File: config.mk
export PLATFORM = sky130hd
export DESIGN_NAME = csr_responder
export DESIGN_NICKNAME = d
export VERILOG_FILES = /design/src/logic/csr_pkg.sv /design/src/logic/csr_serial_phy.sv /design/src/logic/csr_responder.sv
export SDC_FILE = /design/constraint.sdc
export NUM_CORES = 1
export LEC_CHECK = 0
export BUFFER_PORTS_ARGS = -buffer_cell sky130_fd_sc_hd__buf_2
export CORE_MARGIN = 2
export CORE_UTILIZATION = 49
export CTS_BUF_LIST = sky130_fd_sc_hd__clkbuf_16
export DETAILED_ROUTE_END_ITERATION = 6
export PLACE_DENSITY = 0.66
export SYNTH_ARGS = -nofsm -noshare
export SYNTH_HDL_FRONTEND = slang
export SYNTH_SLANG_ARGS = --single-unit
File: constraint.sdc
create_clock -name clk_sys -period 12.43 [get_ports clk_sys]
set_input_delay 0.6215 -clock clk_sys [delete_from_list [all_inputs] [get_ports clk_sys]]
set_output_delay 0.6215 -clock clk_sys [all_outputs]
set_load 0.01 [all_outputs]
File: src/logic/csr_pkg.sv
`default_nettype none

package csr_pkg;

  ////////////////////////////////////////////////////////////////////////////
  // Clock and serial timing
  localparam int CLK_HZ = 200_000_000;
  localparam int BAUD_BPS = 1200;
  localparam int BIT_CYCLES = CLK_HZ / BAUD_BPS;
  localparam int FRAME_BITS = 10;

  ////////////////////////////////////////////////////////////////////////////
  // Record content
  localparam int VAL_CHARS = 6;
  localparam int MEAS_TIME_S = 1;
  localparam int VALUE_COUNT = 2;
  // Arbitrary model character, stands in for the real sensor type code
  localparam logic [7:0] SENSOR_TYPE_CH = 8'h6b;
  localparam logic [7:0] CHK_BIAS = 8'h20;
  localparam logic [15:0] SUM_RESET = 16'h0000;

  localparam logic [7:0] CH_TAB = 8'h09;
  localparam logic [7:0] CH_LF = 8'h0a;
  localparam logic [7:0] CH_CR = 8'h0d;
  localparam logic [7:0] CH_SP = 8'h20;
  localparam logic [7:0] CH_BANG = 8'h21;
  localparam logic [7:0] CH_PLUS = 8'h2b;
  localparam logic [7:0] CH_MINUS = 8'h2d;
  localparam logic [7:0] CH_0 = 8'h30;
  localparam logic [7:0] CH_3 = 8'h33;
  localparam logic [7:0] CH_WILD = 8'h3f;
  localparam logic [7:0] CH_C = 8'h43;
  localparam logic [7:0] CH_D = 8'h44;
  localparam logic [7:0] CH_M = 8'h4d;
  localparam logic [7:0] CH_R = 8'h52;

  localparam logic [7:0] TIME_D2 = CH_0 + 8'(MEAS_TIME_S / 100);
  localparam logic [7:0] TIME_D1 = CH_0 + 8'((MEAS_TIME_S / 10) % 10);
  localparam logic [7:0] TIME_D0 = CH_0 + 8'(MEAS_TIME_S % 10);
  localparam logic [7:0] COUNT_D1 = CH_0 + 8'(VALUE_COUNT / 10);
  localparam logic [7:0] COUNT_D0 = CH_0 + 8'(VALUE_COUNT % 10);

  ////////////////////////////////////////////////////////////////////////////
  // States, reply kinds and reply segments
  typedef enum logic [1:0] {
    ST_BOOT = 2'b00,
    ST_MEAS = 2'b01,
    ST_SEND = 2'b11,
    ST_IDLE = 2'b10
  } csr_state_t;

  typedef enum logic [2:0] {
    K_NONE, K_PWRUP, K_MREPLY, K_CREPLY, K_SREQ, K_DATA, K_TABREC
  } csr_kind_t;

  typedef enum logic [4:0] {
    SG_ADDR, SG_TAB, SG_SP, SG_CR, SG_LF, SG_TYPE, SG_CHK, SG_PSC, SG_PST,
    SG_MSC, SG_MST, SG_COND, SG_TEMP, SG_TIME, SG_N1, SG_N2, SG_END
  } csr_seg_t;

  localparam int SEQ_LEN = 10;
  localparam logic [3:0] SEQ_LAST = 4'h9;
  typedef csr_seg_t csr_seq_t [SEQ_LEN];

  localparam csr_seq_t SQ_PWRUP = '{SG_TAB, SG_MSC, SG_COND, SG_SP, SG_MST, SG_TEMP, SG_CR,
                                   SG_TYPE, SG_CHK, SG_END};
  localparam csr_seq_t SQ_TABREC = '{SG_ADDR, SG_TAB, SG_MSC, SG_COND, SG_SP, SG_MST,
                                    SG_TEMP, SG_CR, SG_TYPE, SG_CHK};
  localparam csr_seq_t SQ_MREPLY = '{SG_ADDR, SG_TIME, SG_N1, SG_CR, SG_LF, SG_END, SG_END,
                                    SG_END, SG_END, SG_END};
  localparam csr_seq_t SQ_CREPLY = '{SG_ADDR, SG_TIME, SG_N2, SG_CR, SG_LF, SG_END, SG_END,
                                    SG_END, SG_END, SG_END};
  localparam csr_seq_t SQ_SREQ = '{SG_ADDR, SG_CR, SG_LF, SG_END, SG_END, SG_END, SG_END,
                                  SG_END, SG_END, SG_END};
  localparam csr_seq_t SQ_DATA = '{SG_ADDR, SG_PSC, SG_COND, SG_PST, SG_TEMP, SG_CR, SG_LF,
                                  SG_END, SG_END, SG_END};

  function automatic csr_seg_t csr_seg(input csr_kind_t k, input logic [3:0] s);
    csr_seg_t g;
    g = SG_END;
    if (s <= SEQ_LAST) begin
      case (k)
        K_PWRUP: g = SQ_PWRUP[s];
        K_TABREC: g = SQ_TABREC[s];
        K_MREPLY: g = SQ_MREPLY[s];
        K_CREPLY: g = SQ_CREPLY[s];
        K_SREQ: g = SQ_SREQ[s];
        K_DATA: g = SQ_DATA[s];
        default: g = SG_END;
      endcase
    end
    return g;
  endfunction

endpackage : csr_pkg

`default_nettype wire

File: src/logic/csr_serial_phy.sv
`default_nettype none

// One UART frame engine for both line formats; receive is command format only
module csr_serial_phy #(
  parameter int BIT_CYCLES = csr_pkg::BIT_CYCLES
) (
  input wire logic clk_sys,
  input wire logic rst_n,
  input wire logic tx_valid,
  input wire logic [7:0] tx_byte,
  input wire logic tx_pwrup,
  output logic tx_ready,
  output logic tx_busy,
  output logic tx_line,
  input wire logic rx_en,
  input wire logic line_in,
  output logic rx_valid,
  output logic [6:0] rx_char
);

  localparam int CW = $clog2(BIT_CYCLES + 1);
  localparam logic [CW-1:0] FULL_BIT = CW'(BIT_CYCLES - 1);
  localparam logic [CW-1:0] HALF_BIT = CW'(BIT_CYCLES / 2);
  localparam logic [3:0] LAST_IDX = 4'(csr_pkg::FRAME_BITS - 1);

  typedef struct packed {
    logic tx_busy;
    logic tx_inv;
    logic [CW-1:0] tx_cnt;
    logic [3:0] tx_left;
    logic [9:0] tx_sh;
    logic tx_line;
    logic rx_busy;
    logic rx_prev;
    logic [CW-1:0] rx_cnt;
    logic [3:0] rx_left;
    logic [8:0] rx_sh;
    logic rx_valid;
    logic [6:0] rx_char;
  } csr_phy_t;

  csr_phy_t r, n;
  logic [9:0] frame;
  logic rx_bit;

  ////////////////////////////////////////////////////////////////////////////
  always_comb begin
    n = r;
    n.rx_valid = 1'b0;
    n.rx_prev = line_in;
    // Command format carries 7 bits plus even parity, power-up format 8 bits
    if (tx_pwrup) begin
      frame = {1'b1, tx_byte, 1'b0};
    end else begin
      frame = {1'b1, ^tx_byte[6:0], tx_byte[6:0], 1'b0};
    end
    // Command format is inverted: logical zero is the high level
    rx_bit = ~line_in;

    if (!r.tx_busy) begin
      if (tx_valid) begin
        n.tx_busy = 1'b1;
        n.tx_inv = ~tx_pwrup;
        n.tx_line = frame[0] ^ ~tx_pwrup;
        n.tx_sh = frame >> 1;
        n.tx_left = LAST_IDX;
        n.tx_cnt = FULL_BIT;
      end
    end else if (r.tx_cnt != '0) begin
      n.tx_cnt = r.tx_cnt - 1'b1;
    end else if (r.tx_left == 4'h0) begin
      n.tx_busy = 1'b0;
    end else begin
      n.tx_line = r.tx_sh[0] ^ r.tx_inv;
      n.tx_sh = r.tx_sh >> 1;
      n.tx_left = r.tx_left - 1'b1;
      n.tx_cnt = FULL_BIT;
    end

    if (!rx_en) begin
      n.rx_busy = 1'b0;
    end else if (!r.rx_busy) begin
      if (line_in && !r.rx_prev) begin
        n.rx_busy = 1'b1;
        n.rx_cnt = HALF_BIT;
        n.rx_left = LAST_IDX;
      end
    end else if (r.rx_cnt != '0) begin
      n.rx_cnt = r.rx_cnt - 1'b1;
    end else begin
      n.rx_cnt = FULL_BIT;
      n.rx_left = r.rx_left - 1'b1;
      if (r.rx_left == LAST_IDX) begin
        // A glitch that is gone by mid start bit is not a frame
        n.rx_busy = ~rx_bit;
      end else if (r.rx_left != 4'h0) begin
        n.rx_sh = {rx_bit, r.rx_sh[8:1]};
      end else begin
        n.rx_busy = 1'b0;
        n.rx_valid = rx_bit && !(^r.rx_sh[8:1]);
        n.rx_char = r.rx_sh[7:1];
      end
    end
  end

  always_ff @(posedge clk_sys) begin
    if (!rst_n) begin
      r <= '0;
      r.tx_line <= 1'b1;
    end else begin
      r <= n;
    end
  end

  assign tx_ready = ~r.tx_busy;
  assign tx_busy = r.tx_busy;
  assign tx_line = r.tx_line;
  assign rx_valid = r.rx_valid;
  assign rx_char = r.rx_char;

endmodule : csr_serial_phy

`default_nettype wire

File: src/logic/csr_responder.sv
`default_nettype none

module csr_responder #(
  parameter int BIT_CYCLES = csr_pkg::BIT_CYCLES,
  parameter int VAL_CHARS = csr_pkg::VAL_CHARS,
  parameter int LW = $clog2(VAL_CHARS + 1)
) (
  input wire logic clk_sys,
  input wire logic rst_n,
  input wire logic line_in,
  output logic line_out,
  output logic line_oe,
  input wire logic [7:0] stored_addr,
  output logic meas_start,
  input wire logic meas_ready,
  input wire logic cond_neg,
  input wire logic [LW-1:0] cond_len,
  input wire logic [VAL_CHARS*8-1:0] cond_text,
  input wire logic temp_neg,
  input wire logic [LW-1:0] temp_len,
  input wire logic [VAL_CHARS*8-1:0] temp_text
);

  typedef struct packed {
    csr_pkg::csr_state_t st;
    logic pwrup;
    logic [7:0] addr;
    logic meas_start;
    csr_pkg::csr_kind_t kind;
    csr_pkg::csr_kind_t pend;
    logic [3:0] step;
    logic [LW-1:0] ci;
    logic [15:0] sum;
    logic cond_neg;
    logic [LW-1:0] cond_len;
    logic [VAL_CHARS*8-1:0] cond_txt;
    logic temp_neg;
    logic [LW-1:0] temp_len;
    logic [VAL_CHARS*8-1:0] temp_txt;
    logic [7:0] h2;
    logic [7:0] h1;
    logic [7:0] h0;
    logic [2:0] cnt;
    logic line_out;
    logic line_oe;
  } csr_resp_t;

  csr_resp_t r, n;
  csr_pkg::csr_seg_t seg;
  logic [7:0] ch;
  logic [LW-1:0] clen;
  logic [7:0] chk;
  logic tx_valid;
  logic tx_ready;
  logic tx_busy;
  logic tx_line;
  logic rx_valid;
  logic [6:0] rx_char;
  logic [7:0] rx_byte;
  logic addr_hit2;
  logic addr_hit3;

  function automatic logic addr_match(input logic [7:0] c, input logic [7:0] own);
    return (c == own) || (c == csr_pkg::CH_WILD);
  endfunction

  ////////////////////////////////////////////////////////////////////////////
  csr_serial_phy #(
    .BIT_CYCLES(BIT_CYCLES)
  ) csr_serial_phy_i (
    .clk_sys(clk_sys),
    .rst_n(rst_n),
    .tx_valid(tx_valid),
    .tx_byte(ch),
    .tx_pwrup(r.pwrup),
    .tx_ready(tx_ready),
    .tx_busy(tx_busy),
    .tx_line(tx_line),
    .rx_en(r.st == csr_pkg::ST_IDLE && !r.line_oe),
    .line_in(line_in),
    .rx_valid(rx_valid),
    .rx_char(rx_char)
  );

  ////////////////////////////////////////////////////////////////////////////
  // Character source for the current reply segment
  always_comb begin
    seg = csr_pkg::csr_seg(r.kind, r.step);
    // Only the low six bits of the sum survive the modulo
    chk = {2'b00, r.sum[5:0]} + csr_pkg::CHK_BIAS;
    ch = csr_pkg::CH_SP;
    clen = LW'(1);
    case (seg)
      csr_pkg::SG_ADDR: ch = r.addr;
      csr_pkg::SG_TAB: ch = csr_pkg::CH_TAB;
      csr_pkg::SG_SP: ch = csr_pkg::CH_SP;
      csr_pkg::SG_CR: ch = csr_pkg::CH_CR;
      csr_pkg::SG_LF: ch = csr_pkg::CH_LF;
      csr_pkg::SG_TYPE: ch = csr_pkg::SENSOR_TYPE_CH;
      csr_pkg::SG_CHK: ch = chk;
      csr_pkg::SG_PSC: ch = r.cond_neg ? csr_pkg::CH_MINUS : csr_pkg::CH_PLUS;
      csr_pkg::SG_PST: ch = r.temp_neg ? csr_pkg::CH_MINUS : csr_pkg::CH_PLUS;
      csr_pkg::SG_MSC: begin
        ch = csr_pkg::CH_MINUS;
        clen = r.cond_neg ? LW'(1) : LW'(0);
      end
      csr_pkg::SG_MST: begin
        ch = csr_pkg::CH_MINUS;
        clen = r.temp_neg ? LW'(1) : LW'(0);
      end
      csr_pkg::SG_COND: begin
        ch = r.cond_txt[8*r.ci +: 8];
        clen = r.cond_len;
      end
      csr_pkg::SG_TEMP: begin
        ch = r.temp_txt[8*r.ci +: 8];
        clen = r.temp_len;
      end
      csr_pkg::SG_TIME: begin
        clen = LW'(3);
        if (r.ci == LW'(0)) begin
          ch = csr_pkg::TIME_D2;
        end else if (r.ci == LW'(1)) begin
          ch = csr_pkg::TIME_D1;
        end else begin
          ch = csr_pkg::TIME_D0;
        end
      end
      csr_pkg::SG_N1: ch = csr_pkg::COUNT_D0;
      csr_pkg::SG_N2: begin
        clen = LW'(2);
        ch = (r.ci == LW'(0)) ? csr_pkg::COUNT_D1 : csr_pkg::COUNT_D0;
      end
      csr_pkg::SG_END: clen = LW'(0);
      default: clen = LW'(0);
    endcase
  end

  ////////////////////////////////////////////////////////////////////////////
  // Sequencer
  always_comb begin
    n = r;
    n.meas_start = 1'b0;
    tx_valid = 1'b0;
    rx_byte = {1'b0, rx_char};
    addr_hit2 = addr_match(r.h1, r.addr);
    addr_hit3 = addr_match(r.h2, r.addr);

    case (r.st)
      csr_pkg::ST_BOOT: begin
        n.addr = stored_addr;
        if (stored_addr == csr_pkg::CH_0) begin
          n.pwrup = 1'b1;
          n.pend = csr_pkg::K_PWRUP;
          n.st = csr_pkg::ST_MEAS;
          n.meas_start = 1'b1;
        end else begin
          n.st = csr_pkg::ST_IDLE;
        end
      end

      csr_pkg::ST_MEAS: begin
        if (meas_ready) begin
          n.cond_neg = cond_neg;
          n.cond_len = cond_len;
          n.cond_txt = cond_text;
          n.temp_neg = temp_neg;
          n.temp_len = temp_len;
          n.temp_txt = temp_text;
          if (r.pend == csr_pkg::K_NONE) begin
            n.st = csr_pkg::ST_IDLE;
          end else begin
            n.kind = r.pend;
            n.st = csr_pkg::ST_SEND;
            n.step = 4'h0;
            n.ci = LW'(0);
            n.sum = csr_pkg::SUM_RESET;
          end
        end
      end

      csr_pkg::ST_SEND: begin
        if (seg == csr_pkg::SG_END) begin
          // Hold until the stop bit is out so the line is not cut mid frame
          if (!tx_busy) begin
            n.pwrup = 1'b0;
            n.st = csr_pkg::ST_IDLE;
            if (r.kind == csr_pkg::K_MREPLY || r.kind == csr_pkg::K_CREPLY) begin
              n.st = csr_pkg::ST_MEAS;
              n.meas_start = 1'b1;
              // Concurrent results wait silently for a data command
              n.pend = (r.kind == csr_pkg::K_MREPLY) ? csr_pkg::K_SREQ
                                                     : csr_pkg::K_NONE;
            end
          end
        end else if (clen == LW'(0)) begin
          n.step = r.step + 1'b1;
        end else begin
          tx_valid = 1'b1;
          if (tx_ready) begin
            if (seg != csr_pkg::SG_ADDR && seg != csr_pkg::SG_CHK) begin
              n.sum = r.sum + {8'h00, ch};
            end
            if (r.ci == clen - 1'b1) begin
              n.ci = LW'(0);
              n.step = r.step + 1'b1;
            end else begin
              n.ci = r.ci + 1'b1;
            end
          end
        end
      end

      csr_pkg::ST_IDLE: begin
        if (rx_valid) begin
          if (rx_byte == csr_pkg::CH_BANG) begin
            n.cnt = 3'h0;
            n.step = 4'h0;
            n.ci = LW'(0);
            n.sum = csr_pkg::SUM_RESET;
            if (r.cnt == 3'h2 && addr_hit2 && r.h0 == csr_pkg::CH_M) begin
              n.kind = csr_pkg::K_MREPLY;
              n.st = csr_pkg::ST_SEND;
            end else if (r.cnt == 3'h2 && addr_hit2 && r.h0 == csr_pkg::CH_C) begin
              n.kind = csr_pkg::K_CREPLY;
              n.st = csr_pkg::ST_SEND;
            end else if (r.cnt == 3'h3 && addr_hit3 && r.h0 == csr_pkg::CH_0) begin
              if (r.h1 == csr_pkg::CH_D) begin
                n.kind = csr_pkg::K_DATA;
                n.st = csr_pkg::ST_SEND;
              end else if (r.h1 == csr_pkg::CH_R) begin
                n.pend = csr_pkg::K_DATA;
                n.st = csr_pkg::ST_MEAS;
                n.meas_start = 1'b1;
              end
            end else if (r.cnt == 3'h3 && addr_hit3 && r.h0 == csr_pkg::CH_3 &&
                         r.h1 == csr_pkg::CH_R) begin
              n.pend = csr_pkg::K_TABREC;
              n.st = csr_pkg::ST_MEAS;
              n.meas_start = 1'b1;
            end
          end else begin
            n.h2 = r.h1;
            n.h1 = r.h0;
            n.h0 = rx_byte;
            // Saturate so an over-long command matches nothing
            n.cnt = (r.cnt == 3'h4) ? 3'h4 : r.cnt + 1'b1;
          end
        end
      end

      default: n.st = csr_pkg::ST_BOOT;
    endcase

    // Power-up phase owns the line: high while measuring, then the record
    n.line_oe = r.pwrup | tx_busy;
    n.line_out = (r.pwrup && r.st != csr_pkg::ST_SEND) ? 1'b1 : tx_line;
  end

  always_ff @(posedge clk_sys) begin
    if (!rst_n) begin
      r <= '0;
    end else begin
      r <= n;
    end
  end

  assign line_out = r.line_out;
  assign line_oe = r.line_oe;
  assign meas_start = r.meas_start;

endmodule : csr_responder

`default_nettype wire

==> results.toml <==
[status]
outcome = "complete, no violations"

[critical_path]
critical_path_arrival_ns = 6.23
crit_path_end = "csr_serial_phy_i.r[49]"
path_class = "reg -> reg"
critical_path.startpoint_type = "flip-flop"
endpoint_kind = "flip-flop"
reg2reg_slack_ns = 6.64
cp_max_fo = 11
startpoint = "r[152]"
reg2reg_to = "csr_serial_phy_i.r[49]"
ff2ff_path_depth = 16
r2r-start = "r[152]"
critPathRequiredTime_ns = 12.87

[min_path]
holdPathStages = 3
holdCritPathClass = "in -> reg"

[layout]
syn_to_final_growth_pct = 13.0
fill_cells = 2318
final_nets = 1739
layout_common_cells = "nand2_1, dfxtp_1, a21oi_1"
layout_commonest_cell = "nand2_1"
antenna_cells = 0
drive_above_1_share = 0.128

[clock_tree]
tritoncts = "yes"
cts_setup_buffers = 0
path_clk_slew_ns = 0.06
postCtsHoldBufs = 0
cts_buffers = 26
clock_latency_ns = 0.55
h-tree-depth = 1
cts_resized = 0
root_buffer = "clkbuf_16"
cts_sinks = 235
clock_path_buffers = 3

[yosys]
syn_nets = 1671
synth-xor-area-share = 0.0326
muxShareOfSynthArea = 0.0647
synth_compound_area_frac = 0.200
syn_inst = 1522
synth_top_family_by_area = "simple AND/OR/NAND/NOR gates"
synthAdderAreaFrac = 0.0351
synthSimpleGateAreaFrac = 0.237
synth-seq-cells = 235
synthDistinctLibCells = 87
ys.warnings.count = 0
post_synth.cell_area_avg_sq_um = 7.94
synth_edf_count = 0
synth_ff_type = "dfxtp_1"
ys_seq_area_frac = 0.389
syn_area_sq_um = 12100
synth-async-reset-ratio = 0

[pwr]
pwr-share-comb = 0.273
power_density_nw_per_um2 = 161
switchingPower_uw = 737
power_frac_seq = 0.381
clock_power_share = 0.347
power.leakage_nw = 5.12
max-vdd-ir-drop_v = 0.000112
total_power_mw = 2.20
switching_share = 0.336
p_int_mw = 1.46

[sta]
fin_crit_ns = 5.79
fin_crit_sh = 0.466
max-slew-margin-rel = 0.257
setup_tns_ns = 0
clock_skew_ns = 0.0282
fmax_ghz = 0.173
finalSetupViolCount = 0
rsz0062_at_grt = "false"
slew_viol_final = 0
tightest_slew_ns = 1.12
hold_violations = 0

[drt]
first_pass_iters = 5
via_count = 11100
drc = 0
via_per_inst = 5.75
drtAntennaViolNets = 0
drt_wl_total_mm = 32.4
wire_per_inst_microns = 16.8
drt_iter0_markers = 806

[global_routing]
grt_pass1_vias = 10400
grtUsageTotal = 0.248
globalRouteOverflowTotal = 0
grt_max_degree = 120
antenna_found_initial = 0
grt_pass1_wl_mm = 53.6

[placed_design]
io_buffer_count = 118
dp_hpwl_mm = 22.3
finalWeightedCongestion = 0.946

[run]
drv_cap = 0

[floorplan]
io_pins = 119
core_area_sq_um = 24200
die_area_sq_um = 25900
die_h_microns = 161
row_count = 57
start_util = 0.498
fp.dieW_microns = 161
area by class of cell:
type / count / area [sq um] / share of cell area
timing repair buffer: 128 / 666 / 0.0487
clock inverter: 22 / 189 / 0.0138
clock buffer: 26 / 651 / 0.0476
tap: 324 / 405 / 0.0297
sequential: 235 / 4700 / 0.344
inverter: 39 / 151 / 0.0111
multi-input combinational: 1160 / 6890 / 0.505
worst max-delay path, stage by stage (launching register included):
cell and delay [ns]:
dfxtp_1 0.57, inv_1 0.20, ha_1 0.38, mux2i_1 0.09
a2111oi_0 0.78, a21o_1 0.25, o21ai_1 0.24, nor4_1 0.73
a221oi_1 0.18, ha_1 0.24, ha_1 0.19, inv_1 0.08
nand2_1 0.08, or3_1 0.47, a311oi_1 0.76, a222oi_1 0.18
a311oi_2 0.30
how the worst min path moves through the flow:
stage / startpoint / to / slack (ns)
after floorplan: csr_serial_phy_i.r[48] / csr_serial_phy_i.r[47] / 0.43
after global placement: r[74] / r[74] / 0.44
after detailed placement: r[30] / r[30] / 0.44
after CTS: temp_text[28] / r[57] / 0.29
after global routing: temp_text[3] / r[32] / 0.30
final: temp_text[28] / r[57] / 0.30
cells by family (layout without fill, tap and decap cells):
| group | after synthesis | count (layout) |
|---|---|---|
| flip-flops | 235 | 235 |
| AO/OA/AOI/OAI | 386 | 386 |
| XOR/XNOR | 45 | 45 |
| multiplexers | 52 | 52 |
| AND/OR/NAND/NOR | 643 | 643 |
| adder cells (fa/ha/maj) | 34 | 34 |
| buffers and inverters | 127 | 215 |
sequential cells by signal, summed over array words and instances, names as in the netlist:
register / flops
r: 158
csr_serial_phy_i.r: 64
csr_serial_phy_i.rx_char: 7
csr_serial_phy_i.rx_valid: 1
csr_serial_phy_i.tx_busy: 1
csr_serial_phy_i.tx_line: 1
line_oe: 1
line_out: 1
meas_start: 1
per-stage QoR:
stage	cells	cell area [sq um]	hold WS, ns	utilization	setup WS [ns]
floorplan	1522	12100	0.430	-	7.65
global placement	1886	12800	0.439	0.529	6.84
detailed placement	1886	12800	0.442	0.529	6.72
CTS	1934	13700	0.286	0.563	6.70
global route	1934	13700	0.301	0.563	6.16
finish	1934	13700	0.302	0.563	6.64
power groups by stage:
stage	Sequential (mW)	Combinational, mW	Clock, mW
2_1_floorplan	0.826	0.460	0
3_3_place_gp	0.852	0.588	0
3_5_place_dp	0.853	0.587	0
4_1_cts	0.836	0.591	0.778
5_1_grt	0.842	0.663	0.807
6_report	0.836	0.599	0.761
routing by layer:
| metal | up-vias | global-route usage | part of all wire |
|---|---|---|---|
| met2 | 320 | 0.404 | 0.45 |
| met3 | 62 | 0.0344 | 0.052 |
| met1 | 5204 | 0.345 | 0.47 |
| met5 | - | 0 | 0 |
| met4 | 0 | 0.0702 | 0.027 |
| li1 | 5527 | - | - |
cells in the mapped netlist, types with 10 or more instances:
library cell / number / area share
a211oi_1: 11 / 0.0068
a21oi_1: 194 / 0.080
a22oi_1: 13 / 0.0081
a31oi_1: 12 / 0.0062
and2_1: 10 / 0.0052
buf_1: 17 / 0.0053
clkbuf_1: 61 / 0.019
dfxtp_1: 235 / 0.39
ha_1: 33 / 0.034
inv_1: 37 / 0.011
mux2i_1: 29 / 0.024
mux4_2: 18 / 0.034
nand2_1: 343 / 0.11
nand2b_1: 18 / 0.0093
nand3_1: 30 / 0.012
nand4_1: 15 / 0.0078
nor2_1: 124 / 0.039
nor3_1: 29 / 0.012
nor4_1: 19 / 0.0098
o21ai_0: 50 / 0.021
o31ai_1: 10 / 0.0062
or3_1: 14 / 0.0072
xnor2_1: 29 / 0.021
xor2_1: 16 / 0.012
No activity file was read; power rests on OpenSTA's default activity.
